==> src/logic/monitor_consts.vh <==
`ifndef MONITOR_CONSTS_VH
`define MONITOR_CONSTS_VH
// Register pointer offsets
`define OFS_STATUS_LOW 5'h00
`define OFS_STATUS_HIGH 5'h01
`define OFS_CTRL_PAIR_A 5'h06
`define OFS_CTRL_PAIR_B 5'h07
`define OFS_DUTY_THR_LOW 5'h08
`define OFS_DUTY_THR_HIGH 5'h09
`define OFS_RESULT_FIRST 5'h0a
`define OFS_RESULT_LAST 5'h1d
`define PTR_LAST 5'h1f
// Result slots: 0..7 inputs, 8 internal temperature, 9 supply
`define SLOT_CH7 4'h6
`define SLOT_TINT 4'h8
`define SLOT_SUPPLY 4'h9
`define SLOT_NONE 4'hf
`define NUM_SLOTS 10
// Control bit positions
`define BIT_FILT_LO_PAIR 3
`define BIT_FILT_HI_PAIR 7
`define BIT_KELVIN_PAIR_B 6
`define BIT_FILT_TINT 3
`define BIT_DUTY_INV 5
`define BIT_DUTY_EN 6
`define BIT_THR0 7
// Result scaling, microvolts per code, and supply offset in volts
`define SE_UV_PER_CODE 305.18
`define DIFF_UV_PER_CODE 19.075
`define SUPPLY_OFFSET_V 2.5
// Pulse output timing
`define CLK_MHZ 250
`define DUTY_PERIOD_US 1000
`define DUTY_STEPS 512
`define DUTY_STEP_CYC ((`DUTY_PERIOD_US * `CLK_MHZ) / `DUTY_STEPS)
`define THR_SHIFT 4
`endif

==> src/logic/duty_gen.v <==
`include "monitor_consts.vh"

module duty_gen #(
  parameter STEP_CYC = `DUTY_STEP_CYC
) (
  input wire clk,
  input wire rst_b,
  input wire [12:0] temp,
  input wire [8:0] thr,
  input wire kelvin,
  input wire enable,
  input wire invert,
  output reg pwm
);
  reg [9:0] step_cnt;
  reg [8:0] phase;
  reg [9:0] duty;
  reg [9:0] next_duty;
  reg signed [14:0] diff;
  reg [14:0] t_ext;
  reg [14:0] th_ext;
  wire step = (step_cnt == STEP_CYC[9:0] - 10'h001);

  always @* begin
    // Celsius codes are two's complement, Kelvin codes never negative
    t_ext = kelvin ? {2'b00, temp} : {{2{temp[12]}}, temp};
    th_ext = kelvin ? {2'b00, thr, 4'h0} : {{2{thr[8]}}, thr, 4'h0};
    diff = $signed(t_ext - th_ext);
    if (diff < 0) begin
      next_duty = 10'h000;
    end else if (diff >= 15'sd512) begin
      next_duty = 10'h200;
    end else begin
      next_duty = {1'b0, diff[8:0]};
    end
  end

  always @(posedge clk or negedge rst_b) begin
    if (!rst_b) begin
      step_cnt <= 10'h000;
      phase <= 9'h000;
      duty <= 10'h000;
      pwm <= 1'b0;
    end else begin
      step_cnt <= step ? 10'h000 : step_cnt + 10'h001;
      if (step) begin
        phase <= phase + 9'h001;
        // Duty only changes at a period boundary so no runt pulses appear
        if (phase == 9'h1ff) begin
          duty <= next_duty;
        end
      end
      if (!enable) begin
        pwm <= 1'b0;
      end else begin
        pwm <= ({1'b0, phase} < duty) ^ invert;
      end
    end
  end
endmodule // duty_gen

==> src/logic/monitor_backend.v <==
`include "monitor_consts.vh"

module monitor_backend #(
  parameter [6:0] SLAVE_ADDR = 7'h48,
  parameter STEP_CYC = `DUTY_STEP_CYC
) (
  // Clock and reset
  input wire CLK_IN,
  input wire RST_B_IN,
  // Two-wire serial link
  input wire SCL_IN,
  input wire SDA_IN,
  output reg SDA_OUT,
  output reg SDA_OE_B_OUT,
  // Measurement sequencer
  input wire RES_WR_IN,
  input wire [3:0] RES_SLOT_IN,
  input wire [13:0] RES_DATA_IN,
  output reg RES_READY_OUT,
  // Pulse output
  output wire DUTY_PWM_OUT
);
  localparam [8:0] S_IDLE = 9'h001;
  localparam [8:0] S_ADDR = 9'h002;
  localparam [8:0] S_ACKA = 9'h004;
  localparam [8:0] S_CMD = 9'h008;
  localparam [8:0] S_ACKC = 9'h010;
  localparam [8:0] S_WR = 9'h020;
  localparam [8:0] S_ACKW = 9'h040;
  localparam [8:0] S_RD = 9'h080;
  localparam [8:0] S_ACKR = 9'h100;

  reg [2:0] scl_sync;
  reg [2:0] sda_sync;
  reg scl_f;
  reg sda_f;
  reg scl_d;
  reg sda_d;
  reg [8:0] state;
  reg [3:0] cnt;
  reg [7:0] sh;
  reg [7:0] tx;
  reg rw;
  reg mack;
  reg [4:0] ptr;
  reg read_active;
  reg [5:0] stat_hi;
  reg [7:0] ctrl_a;
  reg [7:0] ctrl_b;
  reg [7:0] thr_low;
  reg [7:0] thr_high;
  reg [13:0] res [0:`NUM_SLOTS-1];
  reg [`NUM_SLOTS-1:0] valid;
  reg [`NUM_SLOTS-1:0] next_valid;
  reg [3:0] clr_slot;
  reg [17:0] filt_sum;
  reg [13:0] new_val;
  reg [7:0] rdata;
  reg [3:0] rslot;
  integer i;

  wire start_ev = scl_f && scl_d && sda_d && !sda_f;
  wire stop_ev = scl_f && scl_d && !sda_d && sda_f;
  wire scl_rise = scl_f && !scl_d;
  wire scl_fall = !scl_f && scl_d;

  // Map a register pointer to the result slot it belongs to
  function [3:0] slot_of;
    input [4:0] p;
    reg [4:0] off;
    begin
      off = p - `OFS_RESULT_FIRST;
      if (p >= `OFS_RESULT_FIRST && p <= `OFS_RESULT_LAST) begin
        slot_of = off[4:1];
      end else begin
        slot_of = `SLOT_NONE;
      end
    end
  endfunction

  // Filter enable per slot
  function filt_on;
    input [3:0] s;
    begin
      if (s == `SLOT_SUPPLY) begin
        filt_on = 1'b0;
      end else if (s == `SLOT_TINT) begin
        filt_on = thr_low[`BIT_FILT_TINT];
      end else if (s[2]) begin
        filt_on = s[1] ? ctrl_b[`BIT_FILT_HI_PAIR] : ctrl_b[`BIT_FILT_LO_PAIR];
      end else begin
        filt_on = s[1] ? ctrl_a[`BIT_FILT_HI_PAIR] : ctrl_a[`BIT_FILT_LO_PAIR];
      end
    end
  endfunction

  // Three-stage sampling; a change counts when the last two stages agree
  always @(posedge CLK_IN or negedge RST_B_IN) begin
    if (!RST_B_IN) begin
      scl_sync <= 3'h7;
      sda_sync <= 3'h7;
      scl_f <= 1'b1;
      sda_f <= 1'b1;
      scl_d <= 1'b1;
      sda_d <= 1'b1;
    end else begin
      scl_sync <= {scl_sync[1:0], SCL_IN};
      sda_sync <= {sda_sync[1:0], SDA_IN};
      if (scl_sync[1] == scl_sync[2]) begin
        scl_f <= scl_sync[2];
      end
      if (sda_sync[1] == sda_sync[2]) begin
        sda_f <= sda_sync[2];
      end
      scl_d <= scl_f;
      sda_d <= sda_f;
    end
  end

  // Read data multiplexer
  always @* begin
    rslot = slot_of(ptr);
    rdata = 8'h00;
    if (ptr == `OFS_STATUS_LOW) begin
      rdata = valid[7:0];
    end else if (ptr == `OFS_STATUS_HIGH) begin
      rdata = {stat_hi, valid[`SLOT_TINT], valid[`SLOT_SUPPLY]};
    end else if (ptr == `OFS_CTRL_PAIR_A) begin
      rdata = ctrl_a;
    end else if (ptr == `OFS_CTRL_PAIR_B) begin
      rdata = ctrl_b;
    end else if (ptr == `OFS_DUTY_THR_LOW) begin
      rdata = thr_low;
    end else if (ptr == `OFS_DUTY_THR_HIGH) begin
      rdata = thr_high;
    end else if (rslot != `SLOT_NONE) begin
      if (!ptr[0]) begin
        rdata = {valid[rslot], res[rslot][13], res[rslot][13:8]};
      end else begin
        rdata = res[rslot][7:0];
      end
    end
  end

  // Filter: 15 * old + sample, over 16, old taken from the register itself
  always @* begin
    filt_sum = ({{4{res[RES_SLOT_IN][13]}}, res[RES_SLOT_IN]} <<< 4)
      - {{4{res[RES_SLOT_IN][13]}}, res[RES_SLOT_IN]}
      + {{4{RES_DATA_IN[13]}}, RES_DATA_IN};
    // Codes pass through unscaled; the weight per code is fixed by the converter
    if (filt_on(RES_SLOT_IN)) begin
      new_val = filt_sum[17:4];
    end else begin
      new_val = RES_DATA_IN;
    end
  end

  always @* begin
    next_valid = valid;
    if (clr_slot != `SLOT_NONE) begin
      next_valid[clr_slot] = 1'b0;
    end
    // A fresh result in the same cycle as an access still counts as fresh
    if (RES_WR_IN && RES_READY_OUT && RES_SLOT_IN < `NUM_SLOTS) begin
      next_valid[RES_SLOT_IN] = 1'b1;
    end
  end

  always @(posedge CLK_IN or negedge RST_B_IN) begin
    if (!RST_B_IN) begin
      valid <= {`NUM_SLOTS{1'b0}};
      for (i = 0; i < `NUM_SLOTS; i = i + 1) begin
        res[i] <= 14'h0000;
      end
    end else begin
      valid <= next_valid;
      if (RES_WR_IN && RES_READY_OUT && RES_SLOT_IN < `NUM_SLOTS) begin
        res[RES_SLOT_IN] <= new_val;
      end
    end
  end

  // Serial slave
  always @(posedge CLK_IN or negedge RST_B_IN) begin
    if (!RST_B_IN) begin
      state <= S_IDLE;
      cnt <= 4'h0;
      sh <= 8'h00;
      tx <= 8'h00;
      rw <= 1'b0;
      mack <= 1'b0;
      ptr <= 5'h00;
      read_active <= 1'b0;
      RES_READY_OUT <= 1'b1;
      SDA_OUT <= 1'b0;
      SDA_OE_B_OUT <= 1'b1;
      clr_slot <= `SLOT_NONE;
      stat_hi <= 6'h00;
      ctrl_a <= 8'h00;
      ctrl_b <= 8'h00;
      thr_low <= 8'h00;
      thr_high <= 8'h00;
    end else begin
      SDA_OUT <= 1'b0;
      clr_slot <= `SLOT_NONE;
      RES_READY_OUT <= !read_active;
      if (start_ev) begin
        state <= S_ADDR;
        cnt <= 4'h0;
        SDA_OE_B_OUT <= 1'b1;
        read_active <= 1'b0;
      end else if (stop_ev) begin
        state <= S_IDLE;
        SDA_OE_B_OUT <= 1'b1;
        read_active <= 1'b0;
      end else if (scl_rise) begin
        if (state == S_ADDR || state == S_CMD || state == S_WR) begin
          sh <= {sh[6:0], sda_f};
          cnt <= cnt + 4'h1;
        end else if (state == S_ACKR) begin
          mack <= !sda_f;
        end
      end else if (scl_fall) begin
        case (state)
          S_ADDR: begin
            if (cnt == 4'h8) begin
              if (sh[7:1] == SLAVE_ADDR) begin
                SDA_OE_B_OUT <= 1'b0;
                rw <= sh[0];
                state <= S_ACKA;
              end else begin
                state <= S_IDLE;
              end
            end
          end
          S_ACKA: begin
            if (rw) begin
              // Holds off the sequencer until the read ends
              read_active <= 1'b1;
              tx <= rdata;
              SDA_OE_B_OUT <= rdata[7];
              cnt <= 4'h1;
              state <= S_RD;
            end else begin
              SDA_OE_B_OUT <= 1'b1;
              cnt <= 4'h0;
              state <= S_CMD;
            end
          end
          S_CMD: begin
            if (cnt == 4'h8) begin
              ptr <= sh[4:0];
              clr_slot <= slot_of(sh[4:0]);
              SDA_OE_B_OUT <= 1'b0;
              state <= S_ACKC;
            end
          end
          S_ACKC, S_ACKW: begin
            SDA_OE_B_OUT <= 1'b1;
            cnt <= 4'h0;
            state <= S_WR;
          end
          S_WR: begin
            if (cnt == 4'h8) begin
              if (ptr == `OFS_STATUS_HIGH) begin
                stat_hi <= sh[7:2];
              end else if (ptr == `OFS_CTRL_PAIR_A) begin
                ctrl_a <= sh;
              end else if (ptr == `OFS_CTRL_PAIR_B) begin
                ctrl_b <= sh;
              end else if (ptr == `OFS_DUTY_THR_LOW) begin
                thr_low <= sh;
              end else if (ptr == `OFS_DUTY_THR_HIGH) begin
                thr_high <= sh;
              end
              ptr <= ptr + 5'h01;
              SDA_OE_B_OUT <= 1'b0;
              state <= S_ACKW;
            end
          end
          S_RD: begin
            if (cnt == 4'h8) begin
              SDA_OE_B_OUT <= 1'b1;
              clr_slot <= rslot;
              ptr <= (ptr == `PTR_LAST) ? 5'h00 : ptr + 5'h01;
              state <= S_ACKR;
            end else begin
              tx <= {tx[6:0], 1'b0};
              SDA_OE_B_OUT <= tx[6];
              cnt <= cnt + 4'h1;
            end
          end
          S_ACKR: begin
            if (mack) begin
              tx <= rdata;
              SDA_OE_B_OUT <= rdata[7];
              cnt <= 4'h1;
              state <= S_RD;
            end else begin
              read_active <= 1'b0;
              state <= S_IDLE;
            end
          end
          default: begin
            state <= state;
          end
        endcase
      end
    end
  end

  // Stored channel seven value is already filtered when its pair filters
  duty_gen #(
    .STEP_CYC(STEP_CYC)
  ) u_duty (
    .clk(CLK_IN),
    .rst_b(RST_B_IN),
    .temp(res[`SLOT_CH7][12:0]),
    .thr({thr_high, thr_low[`BIT_THR0]}),
    .kelvin(ctrl_b[`BIT_KELVIN_PAIR_B]),
    .enable(thr_low[`BIT_DUTY_EN]),
    .invert(thr_low[`BIT_DUTY_INV]),
    .pwm(DUTY_PWM_OUT)
  );
endmodule // monitor_backend

==> config.mk <==
export PLATFORM = sky130hd
export DESIGN_NAME = monitor_backend
export DESIGN_NICKNAME = d
export VERILOG_FILES = /design/src/logic/duty_gen.v /design/src/logic/monitor_backend.v
export VERILOG_INCLUDE_DIRS = /design/src /design/src/logic
export SDC_FILE = /design/constraint.sdc
export NUM_CORES = 1
export LEC_CHECK = 0
export BUFFER_PORTS_ARGS = -buffer_cell sky130_fd_sc_hd__buf_2
export CAP_MARGIN = 20
export CORE_UTILIZATION = 69
export DETAILED_ROUTE_END_ITERATION = 6
export GPL_ROUTABILITY_DRIVEN = 1
export PLACE_DENSITY_LB_ADDON = 0.3
export SYNTH_ARGS = -nofsm -noshare
export SYNTH_HDL_FRONTEND = slang
export SYNTH_SLANG_ARGS = --single-unit
export TNS_END_PERCENT = 5
==> constraint.sdc <==
create_clock -name CLK_IN -period 6.3 [get_ports CLK_IN]
set_input_delay 0.315 -clock CLK_IN [delete_from_list [all_inputs] [get_ports CLK_IN]]
set_output_delay 0.315 -clock CLK_IN [all_outputs]
set_load 0.01 [all_outputs]
; ---- After elaboration in Yosys (flattened, before gate mapping)
; Cells that the tools add are included.
[op_classes]
addsub = 9
magnitude_cmp = 16
eq_ne = 44
muxes = 94
bitwise_logic = 14
n_reduce_logical = 47
[ops]
columns = op, count
row1 = $bwmux 140, 1
row2 = $bmux 14 s4, 2
row3 = $mux 14, 6
row4 = $mux 8, 10
row5 = $mux 9, 8
row6 = $pmux 9 s7, 1
row7 = $mux 4, 15
row8 = $demux 14 s4, 1
row9 = $mux 10, 5
row10 = $ne 4x4->1 const B, 8
row11 = $mux 15, 2
row12 = $reduce_and 7->1, 4
row13 = $mux 1, 26
row14 = $reduce_and 8->1, 3
row15 = $mux 7, 3
row16 = $pmux 7 s3, 1
row17 = $mux 5, 4
row18 = $add 18x18->18, 1
row19 = $eq 9x9->1 const B, 2
row20 = $sub 18x18->18, 1
row21 = $ne 4x3->1 const B, 4
row22 = $pmux 4 s4, 1
row23 = $ge 15x11->1 const B, 1
row24 = $lt 15x1->1 const B, 1
row25 = 64 further kinds, 113
[totals]
register_bits = 270
inputBits = 23
elab_cells = 261

; ---- Longest topological paths before layout
; Gate-level depths: netlist (run 1).
[logic_depth]
word_depth = 21
ltp_mapped = 17
depth_no_buf = 14

; ---- Modules after synthesis
; A second synthesis (run 1) with hierarchy kept.
[unflattened]
cells_unflattened = 1765
area_unflattened_um2 = 17052.6
[by_module_without_submodules]
columns = module, n_inst, cells_per_inst, area_each_um2
row1 = monitor_backend, 1, 1548, 15033.2
row2 = duty_gen, 1, 217, 2019.4

; ---- Least setup slack after synthesis (run 1)
; Ideal clock, no wire load.
[synth_path]
path_type = input port to flip-flop
start = input RES_SLOT_IN[0]
end = register res[111] (netlist bit)
arrival_time_ns = 4.599
setup_slack_ns = 1.567
stages = 15
n_path_buf = 2
cell_sequence = buf_2 -> buf_1 -> mux4_2 -> mux2i_1 -> o22a_1 -> fa_1 -> ha_1 -> or2_2 -> a21oi_1 -> a211oi_1 -> a311o_1 -> a311o_1 -> or4_1 -> nand3_2 -> o21ai_0
[synth_via]
elab_chain_len = 8
[synth_lines]
columns = element, line
row1 = "start, declared", monitor_backend.v:17  ; input wire [3:0] RES_SLOT_IN,
row2 = $not 4->5 (not written as such), "monitor_backend.v:147, monitor_backend.v:148, monitor_backend.v:178"
row3 = $bmux 14 s4, "monitor_backend.v:147, monitor_backend.v:148"
row4 = $mux 14 (not written as such) (2 in series), "monitor_backend.v:147, monitor_backend.v:148"
row5 = $sub 18x18->18, monitor_backend.v:148  ; - {{4{res[RES_SLOT_IN][13]}}, res[RES_SLOT_IN]}
row6 = $add 18x18->18, monitor_backend.v:149  ; + {{4{RES_DATA_IN[13]}}, RES_DATA_IN};
row7 = $mux 14, monitor_backend.v:151  ; if (filt_on(RES_SLOT_IN)) begin
row8 = $bwmux 140, monitor_backend.v:178  ; res[RES_SLOT_IN] <= new_val;
row9 = "end signal, assigned by index", monitor_backend.v:178
row10 = "end, declared", monitor_backend.v:52  ; reg [13:0] res [0:`NUM_SLOTS-1];
; Parallel ways exist; a longest one is shown, timed or not. The select of a mux whose other input is x is not followed.
; A chain may end at the register's enable or synchronous reset.

; ---- Worst setup path after layout (run 1)
[layout_path]
start = input RES_SLOT_IN[0]
end = register res[96] (netlist bit)
; The elaborated chain is that of the path after synthesis.

==> out/metrics.cfg, run 1 <==
[logic_synthesis]
synth_edf_count=0
synth_nets=1717
synthSimpleGateAreaFrac_pct=14.8
synth_compound_area_share_pct=17.1
muxShareOfSynthArea_pct=13.8
async_flop_share_pct=100
postSynthAreaPerCell_um2=9.75
ys_dominant_reg_cell=dfrtp_1
syn_area_mm2=0.0159
synthAdderAreaFrac_pct=6.15
synth.distinct_cells=79
synth_top_family_by_area=compound AO/OA/AOI/OAI gates
synth-seq-area-share_pct=42.7
synth_warnings=0
synth_cells=1626
synth_seq_cells=270
synthXorXnorAreaFrac_pct=1.88

[setup_path]
cp_max_fo=38
cp_top_family=compound AO/OA/AOI/OAI gates
crit_path_end_kind=register
cp.required_ps=6690
crit_chain=buf_2 > buf_12 > mux4_2 > mux2i_1 > o22ai_1 > inv_1 > fa_1 > ha_1 > nor2_1 > a21boi_0 > nor3_1 > a311o_1 > a311o_1 > xor2_1 > a21boi_1 > o21ai_0
cp.depth=16
cpMostUsedCell=a311o_1
arrival_ps=5160
cp_num_buf_inv=3
startpoint_type=primary input
cpPeakStageDelay_ps=550
rr_worst_depth=13
crit_path_top_delay_cell=mux4_2
path_class=primary input to register

[routing]
vias=13566
wl_mm=45.3
drtIter0Drc=1481
drtPass1Iterations=6
wl_met3_mm=4.89
met2_wirelength_mm=20.6
highest_layer=met4
routedWlPerCell_um=23.5
wl_met1_mm=17.4
vias_per_cell=7.03
antenna_left=0
drt_drc_violations_left=0

[timing]
fmax_mhz=210
holdWs_ps=28.9
rsz0062_at_grt=no
fin_crit_sh_pct=75.7
worst_pin_slew_ps=1110
setup_violations=0
period_needed_ps=4770
setup_tns_ps=0
clock_skew_ps=23.0
finalHoldViolCount=0
drv_slew=0
slew_headroom_pct=25.7

[power_and_ir_drop]
ir_worst_vdd_mv=0.251
p_per_area_mw_per_mm2=298
p_leak_uw=0.00763

[global_routing]
grt_max_degree=182
grt_antenna_before_repair=1
first_global_vias=13042
grt_usage_pct=38.9
overflow=0
grt_first_pass_wirelength_mm=71.4

[min_path]
hp-class=primary input to register
whs_path_depth=3

[status]
outcome=finished clean

[placement]
gp_congestion=0.968
dpl.hpwl_mm=30.7
io_buffers=25

[die]
core_area_mm2=0.0226
floorplan.initialDensity_pct=70.2
die-area_mm2=0.0236
top_level_ports=27
rows=55
die_h_um=154
die_w_um=154

[clocking]
post_cts_resized=0
numCtsBuffers=30
path_clk_slew_ps=60
clock_path_buffers=3
cts_tree=yes
clockRootBuffer=clkbuf_16
clkSinkCount=270
h-tree-depth=1
insertion_delay_ps=570

[run]
drv_cap=0

[cells_and_area]
drive_above_1_share_pct=13.9
mostFrequentLayoutCell=dfrtp_1
nets=1715
final_cell_mix=252 x dfrtp_1, 236 x nand2_1, 168 x o21ai_0, 108 x nor2_1, 73 x a21oi_1
syn_to_final_growth_pct=9.44
n_antenna_cell=0

[layout make-up]
cell class	instances	area, um^2
Tap cell	285	357
Fill cell	1525	5220
Clock inverter	11	179
Sequential cell	270	6780
Multi-Input combinational cell	1213	8530
Clock buffer	42	887
Timing Repair Buffer	48	393
Inverter	61	229
[routing by layer]
metal	up-vias	track usage (%)
met5	-	0
met4	0	19.4
met3	217	8.60
met2	889	60.5
met1	6552	51.8
li1	5908	-
[logic make-up (layout without fill, tap and decap cells)]
logic type / after synthesis / in the layout
adder cells (fa/ha/maj): 70 / 70
AO/OA/AOI/OAI: 428 / 428
multiplexers: 165 / 165
XOR/XNOR: 34 / 34
AND/OR/NAND/NOR: 515 / 515
buffers and inverters: 143 / 162
flip-flops: 270 / 270
other: 1 / 1
[power by group]
part           leakage [uW]  internal [uW]  switching [uW]
sequential          0.00343           1950             234
clock              0.000517           1140             723
combinational       0.00368            493             625
total               0.00763           3590            1580
[flip-flops by register name, summed over array words and instances, names as in the netlist, 3 cells and up]
| name | flops |
|---|---|
| u_duty.phase | 9 |
| clr_slot | 4 |
| thr_high | 8 |
| ptr | 5 |
| stat_hi | 6 |
| scl_sync | 3 |
| sh | 8 |
| thr_low | 8 |
| res | 140 |
| valid | 10 |
| ctrl_a | 8 |
| state | 9 |
| ctrl_b | 8 |
| sda_sync | 3 |
| u_duty.duty | 10 |
| cnt | 4 |
| u_duty.step_cnt | 10 |
| tx | 7 |
[worst min-delay path: cells and delay by family]
kind / cells / cell delay, ps
buffers and inverters: 1 / 120
and+or+nand+nor: 2 / 120
[synthesized netlist by cell type, types with 19 or more instances]
library cell  instances  area share (%)
ha_1                 54             4.3
nor2_1              108             2.6
nor2b_1              19            0.75
nor3_1               23            0.73
clkbuf_1             61             1.4
a221oi_1             22             1.2
a21oi_1              73             2.3
o21ai_0             168             5.3
mux2i_1              66             4.2
nand2_1             236             5.6
mux4_2               37             5.3
mux2_2               62             4.4
a211oi_1             24             1.1
inv_1                60             1.4
nand3_1              28            0.88
dfrtp_1             253              40
[stage by stage]
stage	worst slack (ps)	cell area, um^2	std cells	total power, uW	util, %
after global placement	1220	16200	1868	3220	71.6
after floorplan	1570	15900	1626	2930	-
after detailed placement	1140	16200	1868	3270	71.6
after global routing	1260	17400	1930	5380	76.9
final	1530	17400	1930	5170	76.9
after CTS	1650	17300	1924	5140	76.4
[repair_timing]
action / 4_1_cts / 5_1_grt
endpoints found under the hold margin: 91 / 0
hold buffers: 3 / 0
buffers inserted: 0 / 0
[worst paths after layout]
kind	from	endpoint	slack (ps)
worst max-delay path	RES_SLOT_IN[0]	res[96]$_DFFE_PN0P_	1530
worst min-delay path	RES_DATA_IN[6]	res[6]$_DFFE_PN0P_	30
worst max register to register	res[51]$_DFFE_PN0P_	res[96]$_DFFE_PN0P_	1570
worst min register to register	sda_sync[0]$_DFF_PN1_	sda_sync[1]$_DFF_PN1_	350
max in group asynchronous	RST_B_IN	ptr[1]$_DFFE_PN0P_	4480
min in group asynchronous	RST_B_IN	u_duty.pwm$_DFF_PN0_	320
(Power assumes the default switching activity.)
==> inputs of run 2 (changes only) <==
--- a/config.mk
+++ b/config.mk
@@ -8,7 +8,7 @@
 export LEC_CHECK = 0
 export BUFFER_PORTS_ARGS = -buffer_cell sky130_fd_sc_hd__buf_2
 export CAP_MARGIN = 20
-export CORE_UTILIZATION = 69
+export CORE_UTILIZATION = 64
 export DETAILED_ROUTE_END_ITERATION = 6
 export GPL_ROUTABILITY_DRIVEN = 1
 export PLACE_DENSITY_LB_ADDON = 0.3
==> constraint.sdc (replaced) <==
create_clock -name CLK_IN -period 4.8 [get_ports CLK_IN]
set_input_delay 0.24 -clock CLK_IN [delete_from_list [all_inputs] [get_ports CLK_IN]]
set_output_delay 0.24 -clock CLK_IN [all_outputs]
set_load 0.01 [all_outputs]
==> run 2 against run 1 <==
Effect of this change: sequential share of layout area fell by 0.45 points; first-iteration DRC count rose by 28%; global-route usage fell by 2.9 points; non-clock buffer count rose by 25; highest routed layer unchanged; largest cell class unchanged; sequential power rose by 31%; worst hold slack got worse by 2.1 ps; critical path type is now register to register.
==> out/metrics.cfg, run 2 (synthesized netlist as in run 1, its figures left out) <==
[status]
outcome=finished clean

[timing]
slew_headroom_pct=24.5
clock_skew_ps=21.7
fin_crit_sh_pct=94.7
finalHoldViolCount=0
drv_slew=0
setup_tns_ps=0
fmax_mhz=220
setup_violations=0
period_needed_ps=4550
worst_pin_slew_ps=1130
rsz0062_at_grt=no

[clocking]
cts_tree=yes
clockRootBuffer=clkbuf_16
numCtsBuffers=28
insertion_delay_ps=550
clkSinkCount=270
path_clk_slew_ps=60
h-tree-depth=1
post_cts_resized=0
clock_path_buffers=3
post_cts_buffers=0

[routing]
wl_mm=45.3
drt_drc_violations_left=0
drtIter0Drc=1894
routedWlPerCell_um=22.7
vias_per_cell=6.78
antenna_left=0
vias=13503
drtPass1Iterations=7

[cells_and_area]
final_cell_mix=252 x dfrtp_1, 236 x nand2_1, 168 x o21ai_0, 108 x nor2_1, 73 x a21oi_1
largest_reg_flops=140
syn_to_final_growth_pct=10.7
n_antenna_cell=0
regMostFlops=res
n_fill_cell=1747
drive_above_1_share_pct=14.6
multi_input_area_mm2=0.00853
nets=1738
seq_area_mm2=0.00678
mostFrequentLayoutCell=dfrtp_1
utilization_pct=72.2

[setup_path]
crit_path_top_delay_cell=or4_1
cpPeakStageDelay_ps=500
startpoint_type=register
crit_chain=mux4_2 > mux2i_1 > o22ai_1 > fa_1 > ha_1 > or2_2 > a21oi_1 > a211oi_1 > a311o_1 > a311o_1 > or4_1 > nand3_2 > o21ai_0
path_class=register to register
arrival_ps=4920
crit_start=res[47]$_DFFE_PN0P_
reg2reg_from=res[47]$_DFFE_PN0P_
r2r_slack_ps=250
cp_max_fo=9
cp.required_ps=5180
cpMostUsedCell=a311o_1
rr_worst_depth=13
timing.rr.end=res[55]$_DFFE_PN0P_
crit_path_end_kind=register

[placement]
dpl.hpwl_mm=31.4
io_buffers=25
gp_congestion=0.960

[global_routing]
overflow=0
grt_usage_pct=36.0
grt_first_pass_wirelength_mm=71.9
first_global_vias=13085
grt_antenna_before_repair=0
grt_max_degree=91

[die]
floorplan.initialDensity_pct=65.2
die_w_um=159
die_h_um=159
core_area_mm2=0.0243
die-area_mm2=0.0254
rows=57
top_level_ports=27

[min_path]
min-delay-start=RES_DATA_IN[7]
whs_path_depth=3
hold_end=res[7]$_DFFE_PN0P_
hp-class=primary input to register

[power_and_ir_drop]
p_per_area_mw_per_mm2=380
ir_worst_vdd_mv=0.348
p_leak_uw=0.00772

[run]
drv_cap=0

## run 2: cell types whose count changed in the layout (fill, tap and decap cells not counted), sizes merged
| cell | delta |
|---|---|
| clkbuf | -4 |
| clkinvlp | -2 |
| buf | +21 |
| dlygate4sd3 | +6 |
| clkinv | +1 |
## run 2: power by group
part           total, uW  switching [uW]  internal (uW)  leakage, uW
Sequential          2870             309           2560      0.00343
Combinational       1480             816            665      0.00380
Clock               2310             906           1410     0.000487
Total               6670            2030           4630      0.00772
## run 2: cell type report
type                    count  share of cell area [%]
clock inverters            10                   0.898
inverters                  61                    1.30
well taps                 324                    2.31
repair buffers             73                    3.58
multi-input cells        1213                    48.6
clock buffers              40                    4.71
flip-flops and latches    270                    38.6
## run 2: metal layers
| metal | global-route usage, % | wire, um | share of wire (%) | vias to the layer above |
|---|---|---|---|---|
| li1 | - | - | - | 5947 |
| met2 | 56.0 | 20400 | 45 | 833 |
| met4 | 16.7 | 2240 | 5.0 | 0 |
| met1 | 49.4 | 18200 | 40 | 6536 |
| met5 | 0 | 0 | 0 | - |
| met3 | 6.51 | 4370 | 9.7 | 187 |
## run 2: worst max path at each step
stage | to | slack, ps | depth (start not counted)
2_1_floorplan | res[111]$_DFFE_PN0P_ | 140 | 15
3_3_place_gp | res[139]$_DFFE_PN0P_ | 160 | 14
3_5_place_dp | res[139]$_DFFE_PN0P_ | 60 | 13
4_1_cts | res[111]$_DFFE_PN0P_ | 260 | 13
5_1_grt | res[55]$_DFFE_PN0P_ | 50 | 13
6_report | res[55]$_DFFE_PN0P_ | 250 | 13
## run 2: stage by stage
step	instance area, um^2	std cells	total power [uW]	worst slack [ps]	hold WS, ps
global route	17600	1991	6950	52.9	39.5
finish	17600	1991	6670	254	26.8
detailed placement	16400	1929	4320	57.6	319
global placement	16400	1929	4260	162	306
floorplan	15900	1626	3850	142	-55.6
CTS	17500	1988	6640	265	13.1
## run 2: critical path, delay by kind of cell, from the launching register on
family                   cells  cell delay [ps]
AO/OA/AOI/OAI                6             1290
AND/OR/NAND/NOR              3             1010
adder cells (fa/ha/maj)      2              860
multiplexers                 2              740
flip-flops                   1              460
## run 2: repair_timing
action	CTS	global route
hold endpoints to repair	90	0
endpoints found under the setup margin	0	0
hold buffers	9	0
